--- config.mk ---
export PLATFORM = sky130hd
export DESIGN_NAME = move_incr_or_return_exec
export DESIGN_NICKNAME = d
export VERILOG_FILES = /design/src/rtl/exec_pkg.sv /design/src/rtl/alu_calc.sv /design/src/rtl/move_incr_or_return_exec.sv
export SDC_FILE = /design/constraint.sdc
export NUM_CORES = 1
export LEC_CHECK = 0
export CAP_MARGIN = 25
export CORE_MARGIN = 3
export CORE_UTILIZATION = 60
export CTS_CLUSTER_DIAMETER = 60
export CTS_CLUSTER_SIZE = 40
export DETAILED_ROUTE_END_ITERATION = 7
export DONT_BUFFER_PORTS = 1
export PLACE_DENSITY_LB_ADDON = 0.05
export SLEW_MARGIN = 25
export SYNTH_ARGS = -nofsm -noshare
export SYNTH_HDL_FRONTEND = slang
export SYNTH_SLANG_ARGS = --single-unit
--- constraint.sdc ---
create_clock -name REF_CLK -period 1.7 [get_ports REF_CLK]
set_clock_uncertainty 0.1 [all_clocks]
set_input_delay 0.085 -clock REF_CLK [delete_from_list [all_inputs] [get_ports REF_CLK]]
set_output_delay 0.085 -clock REF_CLK [all_outputs]
set_load 0.03 [all_outputs]
--- src/rtl/exec_pkg.sv ---
// Notes on behaviour
// - Increment adds one to file register; result to accumulator or file; zero flag updated.
// - File addresses are 7 bits (0..127); result target is a single bit.
// - OR of accumulator and file register goes to selected target; zero flag updated.
// - Copy moves file value to accumulator or back to itself; zero flag updated.
// - Copy onto itself keeps the value but still sets or clears zero flag.
// - Return from interrupt loads counter from stack top and sets global interrupt allow.
// - Load literal puts 8-bit literal into accumulator; no flag changes.
// - Return with literal puts literal into accumulator; flags untouched.
// - Return with literal reloads counter from stack top and takes two cycles.
// - Store accumulator writes accumulator into the addressed file register; no flag changes.
// - Every return pops the stack after copying its top into the counter.
package exec_pkg;
  localparam int DATA_W = 8;
  localparam int FADDR_W = 7;
  localparam int PC_W = 13;
  localparam logic [DATA_W-1:0] ACCUM_RESET = 8'h00;
  localparam logic [PC_W-1:0] PC_RESET = 13'h0000;
  localparam logic ZERO_FLAG_RESET = 1'b0;
  localparam logic IRQ_ALLOW_RESET = 1'b0;
  localparam logic [DATA_W-1:0] ONE = 8'h01;
  localparam logic [DATA_W-1:0] ZERO = 8'h00;

  typedef enum logic [2:0] {
    OP_NONE = 3'b000,
    OP_INCREMENT_FILE = 3'b001,
    OP_OR_ACCUM_WITH_FILE = 3'b010,
    OP_COPY_FILE = 3'b011,
    OP_STORE_ACCUM_TO_FILE = 3'b100,
    OP_LOAD_LITERAL_ACCUM = 3'b101,
    OP_RETURN_WITH_LITERAL = 3'b110,
    OP_RETURN_FROM_IRQ = 3'b111
  } op_t;

  typedef struct packed {
    op_t op;
    logic [FADDR_W-1:0] faddr;
    logic result_target;
    logic [DATA_W-1:0] literal;
  } instr_t;

  typedef struct packed {
    logic file_we;
    logic [FADDR_W-1:0] faddr;
    logic [DATA_W-1:0] data;
  } file_wr_t;
endpackage : exec_pkg

--- src/rtl/alu_calc.sv ---
`timescale 1ns/1ps
module alu_calc
  import exec_pkg::*;
(
  input wire op_t op,
  input wire logic [DATA_W-1:0] accum,
  input wire logic [DATA_W-1:0] fval,
  input wire logic [DATA_W-1:0] literal,
  output logic [DATA_W-1:0] result,
  output logic touches_zero
);
  always_comb begin
    result = ZERO;
    touches_zero = 1'b0;
    unique case (op)
      OP_INCREMENT_FILE: begin
        // Carry-out is dropped on purpose so 255 wraps to 0 silently.
        result = fval + ONE;
        touches_zero = 1'b1;
      end
      OP_OR_ACCUM_WITH_FILE: begin
        result = accum | fval;
        touches_zero = 1'b1;
      end
      OP_COPY_FILE: begin
        result = fval;
        touches_zero = 1'b1;
      end
      OP_STORE_ACCUM_TO_FILE: result = accum;
      OP_LOAD_LITERAL_ACCUM: result = literal;
      OP_RETURN_WITH_LITERAL: result = literal;
      OP_RETURN_FROM_IRQ: result = accum;
      OP_NONE: result = accum;
    endcase
  end
endmodule : alu_calc

--- src/rtl/move_incr_or_return_exec.sv ---
`timescale 1ns/1ps
module move_incr_or_return_exec
  import exec_pkg::*;
(
  input wire logic REF_CLK,
  input wire logic SRST,
  input wire logic INSTR_VALID,
  input wire instr_t INSTR,
  output logic INSTR_READY,
  input wire logic [DATA_W-1:0] FILE_RDATA,
  output logic [FADDR_W-1:0] FILE_RADDR,
  output file_wr_t FILE_WR,
  input wire logic [PC_W-1:0] STACK_TOP_ENTRY,
  output logic STACK_POP,
  output logic [DATA_W-1:0] ACCUM,
  output logic ZERO_FLAG,
  output logic GLOBAL_IRQ_ALLOW,
  output logic [PC_W-1:0] PROGRAM_COUNTER,
  output logic PC_LOAD,
  output logic DONE
);
  ////////////////////////////////////////////////////////////////////////////////
  typedef enum logic [0:0] {
    ST_EXEC = 1'b0,
    ST_SECOND = 1'b1
  } state_t;

  state_t state_reg, state_next;
  logic [DATA_W-1:0] accum_reg, accum_next;
  logic zero_reg, zero_next;
  logic irq_allow_reg, irq_allow_next;
  logic [PC_W-1:0] pc_reg, pc_next;
  logic pc_load_reg, pc_load_next;
  logic pop_reg, pop_next;
  logic done_reg, done_next;
  file_wr_t fwr_reg, fwr_next;
  logic [DATA_W-1:0] result;
  logic touches_zero;
  logic take;
  logic is_reg_op;
  logic is_store;
  logic is_load;
  logic is_ret_lit;
  logic is_ret_irq;
  logic is_return;
  logic to_file;
  logic result_zero;

  // The file read is combinational, so FILE_RDATA must return the addressed byte in the same cycle.
  assign FILE_RADDR = INSTR.faddr;
  assign INSTR_READY = (state_reg == ST_EXEC);
  assign take = INSTR_VALID && INSTR_READY;

  alu_calc u_alu (
    .op(INSTR.op),
    .accum(accum_reg),
    .fval(FILE_RDATA),
    .literal(INSTR.literal),
    .result(result),
    .touches_zero(touches_zero)
  );

  ////////////////////////////////////////////////////////////////////////////////
  // Decode once here so each state group below reads plain qualifiers.
  always_comb begin
    is_reg_op = 1'b0;
    is_store = 1'b0;
    is_load = 1'b0;
    is_ret_lit = 1'b0;
    is_ret_irq = 1'b0;
    unique case (INSTR.op)
      OP_INCREMENT_FILE, OP_OR_ACCUM_WITH_FILE, OP_COPY_FILE: is_reg_op = 1'b1;
      OP_STORE_ACCUM_TO_FILE: is_store = 1'b1;
      OP_LOAD_LITERAL_ACCUM: is_load = 1'b1;
      OP_RETURN_WITH_LITERAL: is_ret_lit = 1'b1;
      OP_RETURN_FROM_IRQ: is_ret_irq = 1'b1;
      OP_NONE: begin
      end
    endcase
  end

  assign is_return = is_ret_lit || is_ret_irq;
  assign to_file = is_store || (is_reg_op && INSTR.result_target);
  assign result_zero = (result == ZERO);

  ////////////////////////////////////////////////////////////////////////////////
  // Sequencing. A return holds off the next instruction for one cycle, so a stale prefetch is never taken.
  always_comb begin
    state_next = state_reg;
    unique case (state_reg)
      ST_EXEC: begin
        if (take && is_return) begin
          state_next = ST_SECOND;
        end
      end
      ST_SECOND: begin
        // The second cycle stands in for the discarded prefetch after the redirect.
        state_next = ST_EXEC;
      end
    endcase
  end

  always_ff @(posedge REF_CLK) begin
    if (SRST) begin
      state_reg <= ST_EXEC;
    end else begin
      state_reg <= state_next;
    end
  end

  ////////////////////////////////////////////////////////////////////////////////
  // Completion and stack pulses, each high for exactly one cycle.
  always_comb begin
    done_next = 1'b0;
    pop_next = 1'b0;
    pc_load_next = 1'b0;
    unique case (state_reg)
      ST_EXEC: begin
        if (take && is_return) begin
          pop_next = 1'b1;
          pc_load_next = 1'b1;
        end else if (take) begin
          done_next = 1'b1;
        end
      end
      ST_SECOND: begin
        done_next = 1'b1;
      end
    endcase
  end

  always_ff @(posedge REF_CLK) begin
    if (SRST) begin
      done_reg <= 1'b0;
      pop_reg <= 1'b0;
      pc_load_reg <= 1'b0;
    end else begin
      done_reg <= done_next;
      pop_reg <= pop_next;
      pc_load_reg <= pc_load_next;
    end
  end

  ////////////////////////////////////////////////////////////////////////////////
  // Accumulator and zero flag. Only the file-register ops touch the flag; no carry is produced here.
  always_comb begin
    accum_next = accum_reg;
    zero_next = zero_reg;
    if (take) begin
      if (touches_zero) begin
        zero_next = result_zero;
      end
      if (is_load || is_ret_lit) begin
        accum_next = result;
      end else if (is_reg_op && !INSTR.result_target) begin
        accum_next = result;
      end
    end
  end

  always_ff @(posedge REF_CLK) begin
    if (SRST) begin
      accum_reg <= ACCUM_RESET;
      zero_reg <= ZERO_FLAG_RESET;
    end else begin
      accum_reg <= accum_next;
      zero_reg <= zero_next;
    end
  end

  ////////////////////////////////////////////////////////////////////////////////
  // Program counter and interrupt allow. The allow bit is only set here; clearing it belongs elsewhere.
  always_comb begin
    pc_next = pc_reg;
    irq_allow_next = irq_allow_reg;
    if (take && is_return) begin
      pc_next = STACK_TOP_ENTRY;
    end
    if (take && is_ret_irq) begin
      irq_allow_next = 1'b1;
    end
  end

  always_ff @(posedge REF_CLK) begin
    if (SRST) begin
      pc_reg <= PC_RESET;
      irq_allow_reg <= IRQ_ALLOW_RESET;
    end else begin
      pc_reg <= pc_next;
      irq_allow_reg <= irq_allow_next;
    end
  end

  ////////////////////////////////////////////////////////////////////////////////
  // File write port. The strobe lasts one cycle; address and data ride with it.
  always_comb begin
    fwr_next = '0;
    if (take && to_file) begin
      fwr_next.file_we = 1'b1;
      fwr_next.faddr = INSTR.faddr;
      fwr_next.data = result;
    end
  end

  always_ff @(posedge REF_CLK) begin
    if (SRST) begin
      fwr_reg <= '0;
    end else begin
      fwr_reg <= fwr_next;
    end
  end

  ////////////////////////////////////////////////////////////////////////////////
  // Every output except FILE_RADDR and INSTR_READY comes straight from a flip-flop, so the core sees it settled early in the cycle.
  assign ACCUM = accum_reg;
  assign ZERO_FLAG = zero_reg;
  assign GLOBAL_IRQ_ALLOW = irq_allow_reg;
  assign PROGRAM_COUNTER = pc_reg;
  assign PC_LOAD = pc_load_reg;
  assign STACK_POP = pop_reg;
  assign DONE = done_reg;
  assign FILE_WR = fwr_reg;
endmodule : move_incr_or_return_exec

==> run summary, run 1 <==
Status: finished with violations
Failing checks: hold timing
Cells after DPL: 245
Cell Count, Final, Fillers Out: 292
Critical path peak fanout: 4
GRT Util Overall: 0.289
Postcts setup bufs: 0
Max rail drop VDD: 665 uV
WP data arrival: 1720 ps
Final hold slack: -21.5 ps
Vias: 1804
Syn-to-layout area delta: 25.7%
FF-to-FF End: ACCUM[3]$_SDFFE_PP0P_
TNS Setup: 0 ps
HP Start: FILE_RDATA[2]
Part of the power in registers: 0.560
Final Util: 0.821
R2R setup slack: 80 ps
Fmax: 617 MHz
CP required: 1800 ps
Clock Power Share: 0.243
CP endpoint: ACCUM[3]$_SDFFE_PP0P_
Vias in the first global route: 1734
Largest net degree at the start of global routing: 23
Crit share post-route: 0.953
Clk_lat worst skew: 340 ps
Fill cells: 161
Critical path startpoint: ACCUM[3]$_SDFFE_PP0P_
Post-DP HPWL: 3.47 mm
GRT overflow: 0
R2r worst-path depth: 5
Synthesized area: 0.00186 mm^2
Core ar.: 0.00285 mm^2
Count of input and output buffers: 0
Clk slew on worst S/H paths: 120 ps
Max reg flops: 16
MaxCap Viol Count: 0
P_sw: 0.575 mW
Final WS setup: 79.5 ps
Avg WL per Cell: 19.2 um
Clock tree buffer depth: 2
Clk sinks: 41
Max Slew Vio Count: 0
Worst setup SP type: register
Final Wtd Congestion: 0.864
Initial core utilization: 0.653
Clk root buf: clkbuf_4
CTS Buf Count: 5
Vias per inst: 6.18
Fraction of the yosys area taken by sequential cells: 0.441
Fin. Hold Viols: 2
Cells after synthesis: 220
RSZ-0062 raised after global routing: no
Final critical-path required period: 1620 ps
Post-route ant nets: 0
Layout cells sized above 1: 0.130
P per Cell Area: 815 mW/mm^2
Reg2reg start: ACCUM[3]$_SDFFE_PP0P_
Ant. Diodes: 0
Leak Pwr: 0.919 nW
Die area: 0.00381 mm^2
P_int: 1.33 mW
Synth Warn #: 0
Drt drc: 0
Switching Share: 0.302
Flops & latches, synth: 41
Pre-CTS setup slack: 119 ps
CTS tree: done
I/O Pins: 93
First-pass GRT wire length: 8.05 mm
Initial antenna violation count: 0
Drt total wl: 5.60 mm
Starting DRT DRC Count: 117
Syn Nets: 264
Drt pass-1 iters: 4
Unique cell type count in the Yosys netlist: 43
Max-slew headroom: 0.439
Worst Hold Class: input port to register
Worst-margin pin slew: 839 ps
Syn Area/Cell: 8.47 um^2
Crit Path Class: register to register
Die X-Extent: 61.7 um
Combinational share of power: 0.197
Nets@finish: 304
Crit. End Element: register
Final setup violation count: 0
Row count: 19
Die span in y: 61.7 um
CTS HTree Levels: 2
-- cell families after synthesis --
logic type | after synthesis | synth area share
AND/OR/NAND/NOR | 91 | 0.230
XOR/XNOR | 7 | 0.0329
adder cells (fa/ha/maj) | 1 | 0.00671
flip-flops | 41 | 0.441
AO/OA/AOI/OAI | 53 | 0.204
multiplexers | 2 | 0.0107
buffers and inverters | 25 | 0.0752
-- critical path, stage by stage (launching register included) --
cell and delay (ps):
dfxtp_1 360, a22oi_1 170, nor2_1 70, a221oi_1 350
a21boi_0 300, a211oi_1 120
-- power groups by stage --
stage          Sequential, mW  Combinational, mW  Clock, mW
3_5_place_dp             1.09              0.273          0
6_report                 1.07              0.376      0.464
3_3_place_gp             1.09              0.266          0
5_1_grt                  1.07              0.404      0.490
4_1_cts                  1.07              0.359      0.454
2_1_floorplan            1.11              0.220          0
-- placed cells by master (no fill, tap or decap), types with 2 or more instances in the layout --
| cell | instances |
|---|---|
| a22oi_1 | 2 |
| nand2_1 | 34 |
| inv_2 | 2 |
| a221oi_1 | 2 |
| inv_1 | 3 |
| a21oi_1 | 23 |
| clkinv_2 | 2 |
| and3_1 | 3 |
| clkbuf_4 | 5 |
| xor2_1 | 3 |
| buf_4 | 14 |
| mux2i_1 | 2 |
| nand2b_1 | 5 |
| dlygate4sd3_1 | 38 |
| nand4_1 | 2 |
| dfxtp_1 | 41 |
| xnor2_1 | 4 |
| a21boi_0 | 2 |
| nor2_1 | 23 |
| a221o_1 | 2 |
| and2_1 | 9 |
| nand3_1 | 8 |
| o311ai_0 | 2 |
| a211oi_1 | 7 |
-- worst min-delay path by stage --
stage / endpoint / slack [ps] / depth (start not counted)
6_report: ZERO_FLAG$_SDFFE_PP0P_ / -20 / 4
5_1_grt: FILE_WR[4]$_SDFF_PP0_ / 5 / 3
4_1_cts: FILE_WR[4]$_SDFF_PP0_ / 2 / 3
3_5_place_dp: PROGRAM_COUNTER[4]$_SDFFE_PP0P_ / 60 / 1
3_3_place_gp: PROGRAM_COUNTER[10]$_SDFFE_PP0P_ / 60 / 1
2_1_floorplan: ACCUM[0]$_SDFFE_PP0P_ / 60 / 1
-- what timing repair did --
action / 4_1_cts / 5_1_grt
gates resized for setup: 0 / 4
endpoints found under the hold margin: 39 / 0
endpoints found under the setup margin: 0 / 2
hold buffers: 39 / 0
-- per-stage QoR --
stage	cell area [um^2]	total power [mW]
finish	2340	1.91
floorplan	1860	1.33
detailed placement	1890	1.36
global placement	1890	1.35
CTS	2330	1.88
global route	2340	1.97
-- layout make-up --
cell class                      instances  area [um^2]  share of cell area
Inverter                                5         18.8             0.00801
Sequential cell                        41          821               0.350
Clock inverter                          2         10.0             0.00427
Clock buffer                            6         41.3              0.0176
Timing Repair Buffer                   53          498               0.213
Tap cell                               31         38.8              0.0166
Multi-Input combinational cell        154          915               0.390
-- Yosys cell counts --
cell type,number,share of area
a211oi_1,8,0.032
a21boi_0,2,0.0081
a21o_1,1,0.0040
a21oi_1,23,0.062
a21oi_2,1,0.0047
a221o_1,2,0.011
a221oi_1,2,0.0094
a221oi_2,1,0.0081
a222oi_1,1,0.0054
a22o_1,1,0.0047
a22oi_1,3,0.012
a311oi_1,1,0.0047
a31oi_1,1,0.0034
and2_1,9,0.030
and3_1,3,0.010
buf_2,1,0.0027
buf_4,10,0.040
buf_6,1,0.0060
clkbuf_1,8,0.016
dfxtp_1,41,0.44
ha_1,1,0.0067
inv_1,4,0.0081
inv_2,1,0.0020
mux2i_1,2,0.011
nand2_1,34,0.069
nand2b_1,5,0.017
nand3_1,8,0.021
nand3b_1,1,0.0040
nand4_1,2,0.0067
nor2_1,23,0.046
nor2_2,1,0.0034
nor3b_1,1,0.0040
nor3b_2,1,0.0067
o211ai_1,1,0.0040
o21bai_4,1,0.010
o311ai_0,2,0.0094
o31a_1,1,0.0047
o31ai_2,1,0.0067
or2_2,1,0.0034
or3_1,1,0.0034
or3b_2,1,0.0047
xnor2_1,4,0.019
xor2_1,3,0.014
-- routing by layer --
metal / vias up / wire [um] / GRT usage
met5: - / 0 / 0
met4: 0 / 78 / 0.0788
met3: 14 / 496 / 0.0723
met2: 119 / 2980 / 0.532
met1: 841 / 2050 / 0.329
li1: 830 / - / -
Note: power is estimated with default switching activity, not from simulation.
==> run 2, diff against run 1 <==
Settings changed: CTS_BUF_LIST set to sky130_fd_sc_hd__clkbuf_4 sky130_fd_sc_hd__clkbuf_8 sky130_fd_sc_hd__clkbuf_16.
==> run summary, run 2 (synthesized netlist as in run 1, its figures left out) <==
WHS Endpoint: ZERO_FLAG$_SDFFE_PP0P_ (unchanged)
HP Start: FILE_RDATA[2] (unchanged)
WP data arrival: 1770 ps (was 1720 ps)
Final critical-path required period: 1600 ps (was 1620 ps)
Layout cells sized above 1: 0.134 (was 0.130)
Crit share post-route: 0.943 (was 0.953)
WHS Path Cells: 4 (unchanged)
Post-route ant nets: 0 (unchanged)
Vias per inst: 6.01 (was 6.18)
GRT overflow: 0 (unchanged)
CTS tree: done (unchanged)
Clk root buf: clkbuf_4 (unchanged)
Initial core utilization: 0.653 (unchanged)
Total chip power: 1.92 mW (was 1.91 mW)
P per Cell Area: 817 mW/mm^2 (was 815 mW/mm^2)
Max-slew headroom: 0.439 (about the same)
Starting DRT DRC Count: 123 (was 117)
Reg2reg start: ACCUM[4]$_SDFFE_PP0P_ (was ACCUM[3]$_SDFFE_PP0P_)
Die X-Extent: 61.7 um (unchanged)
Drt total wl: 5.58 mm (was 5.60 mm)
Worst setup SP type: register (unchanged)
Avg WL per Cell: 19.1 um (was 19.2 um)
Drt pass-1 iters: 4 (unchanged)
CTS Buf Count: 5 (unchanged)
Final setup violation count: 0 (unchanged)
Vias: 1754 (was 1804)
P_sw: 0.569 mW (was 0.575 mW)
Ant. Diodes: 0 (unchanged)
Crit. End Element: register (unchanged)
Leak Pwr: 0.922 nW (was 0.919 nW)
First-pass GRT wire length: 8.05 mm (unchanged)
Max rail drop VDD: 682 uV (was 665 uV)
Max Slew Vio Count: 0 (unchanged)
Post-DP HPWL: 3.47 mm (unchanged)
MaxCap Viol Count: 0 (unchanged)
Final hold slack: -18.6 ps (was -21.5 ps)
CTS HTree Levels: 2 (unchanged)
Syn-to-layout area delta: 25.9% (was 25.7%)
Count of input and output buffers: 0 (unchanged)
Commonest non-fill, non-tap cell in the layout: dfxtp_1 (unchanged)
Clk sinks: 41 (unchanged)
Cells after DPL: 245 (unchanged)
Postcts setup bufs: 0 (unchanged)
R2R setup slack: 100 ps (was 80 ps)
Cell Count, Final, Fillers Out: 292 (unchanged)
Failing checks: hold timing (unchanged)
Part of the power in registers: 0.557 (was 0.560)
FF-to-FF End: ZERO_FLAG$_SDFFE_PP0P_ (was ACCUM[3]$_SDFFE_PP0P_)
Critical path peak fanout: 4 (unchanged)
Leading cell types in the layout, fill and taps excluded: dfxtp_1, dlygate4sd3_1, nand2_1, a21oi_1, nor2_1 (unchanged)
Max reg flops: 16 (unchanged)
Crit Path Class: register to register (unchanged)
Row count: 19 (unchanged)
Vias in the first global route: 1734 (unchanged)
Fmax: 624 MHz (was 617 MHz)
RSZ-0062 raised after global routing: no (unchanged)
Clock tree buffer depth: 2 (unchanged)
Switching Share: 0.297 (was 0.302)
Die span in y: 61.7 um (unchanged)
Initial antenna violation count: 0 (unchanged)
Fin. Hold Viols: 2 (unchanged)
Combinational share of power: 0.196 (was 0.197)
Nets@finish: 304 (unchanged)
Worst Hold Class: input port to register (unchanged)
CP required: 1870 ps (was 1800 ps)
Worst-margin pin slew: 839 ps (about the same)
P_int: 1.35 mW (was 1.33 mW)
Clk slew on worst S/H paths: 110 ps (was 120 ps)
Core ar.: 0.00285 mm^2 (unchanged)
TNS Setup: 0 ps (unchanged)
GRT Util Overall: 0.289 (unchanged)
Status: finished with violations (unchanged)
Drt drc: 0 (unchanged)
Clk_lat worst skew: 340 ps (about the same)
I/O Pins: 93 (unchanged)
Largest net degree at the start of global routing: 23 (unchanged)
Die area: 0.00381 mm^2 (unchanged)
Clock Power Share: 0.247 (was 0.243)
Final Wtd Congestion: 0.864 (unchanged)
R2r worst-path depth: 5 (unchanged)
==> run 2: cell count changes in the layout (fill, tap and decap cells not counted) <==
cell | previous run | this run
clkbuf_1 | 1 | 0
clkbuf_4 | 5 | 6
==> run 2: area by class of cell <==
| class | instances | area (um^2) |
|---|---|---|
| sequential | 41 | 821 |
| inverter | 5 | 18.8 |
| clock inverter | 2 | 10.0 |
| clock buffer | 6 | 45.0 |
| fill | 161 | 507 |
| timing repair buffer | 53 | 498 |
| tap | 31 | 38.8 |
| multi-input combinational | 154 | 915 |
==> run 2: what timing repair did <==
action                                  in CTS  in global routing
endpoints found under the setup margin       0                  2
hold endpoints to repair                    39                  0
hold buffers                                39                  0
resized for setup                            0                  4
==> run 2: through the flow <==
stage	worst slack [ps]	hold WS (ps)	util	cell area, um^2
3_5_place_dp	119	59.7	0.661	1890
5_1_grt	7.96	3.60	0.822	2350
2_1_floorplan	23.9	57.8	-	1860
3_3_place_gp	110	56.8	0.661	1890
6_report	96.7	-18.6	0.822	2350
4_1_cts	30.0	2.95	0.817	2330
==> run 2: power by group through the flow <==
stage / sequential, mW / combinational [mW] / clock [mW]
6_report: 1.07 / 0.375 / 0.475
3_3_place_gp: 1.09 / 0.266 / 0
4_1_cts: 1.07 / 0.359 / 0.469
3_5_place_dp: 1.09 / 0.273 / 0
2_1_floorplan: 1.11 / 0.220 / 0
5_1_grt: 1.07 / 0.404 / 0.507
==> run 2: worst max-delay path, stage by stage (launching register included) <==
cell	delay, ps
dfxtp_1	370
a22o_1	220
a222oi_1	280
and3_1	220
nand3_1	100
o31ai_2	240
==> run 2: how the worst max path moves through the flow <==
stage	from	endpoint	slack [ps]	depth (start not counted)
2_1_floorplan	state_reg$_SDFF_PP0_	ACCUM[7]$_SDFFE_PP0P_	20	6
3_3_place_gp	INSTR[17]	ZERO_FLAG$_SDFFE_PP0P_	110	6
3_5_place_dp	INSTR[17]	ZERO_FLAG$_SDFFE_PP0P_	120	6
4_1_cts	ACCUM[2]$_SDFFE_PP0P_	FILE_WR[2]$_SDFF_PP0_	30	4
5_1_grt	ACCUM[3]$_SDFFE_PP0P_	ACCUM[3]$_SDFFE_PP0P_	8	5
6_report	ACCUM[4]$_SDFFE_PP0P_	ZERO_FLAG$_SDFFE_PP0P_	100	5
==> run 2: routing by layer <==
metal,track usage,vias up,routed length [um],part of all wire
met2,0.532,92,2970,0.53
li1,-,831,-,-
met3,0.0723,8,453,0.081
met4,0.0788,0,61,0.011
met1,0.329,823,2100,0.38
met5,0,-,0,0
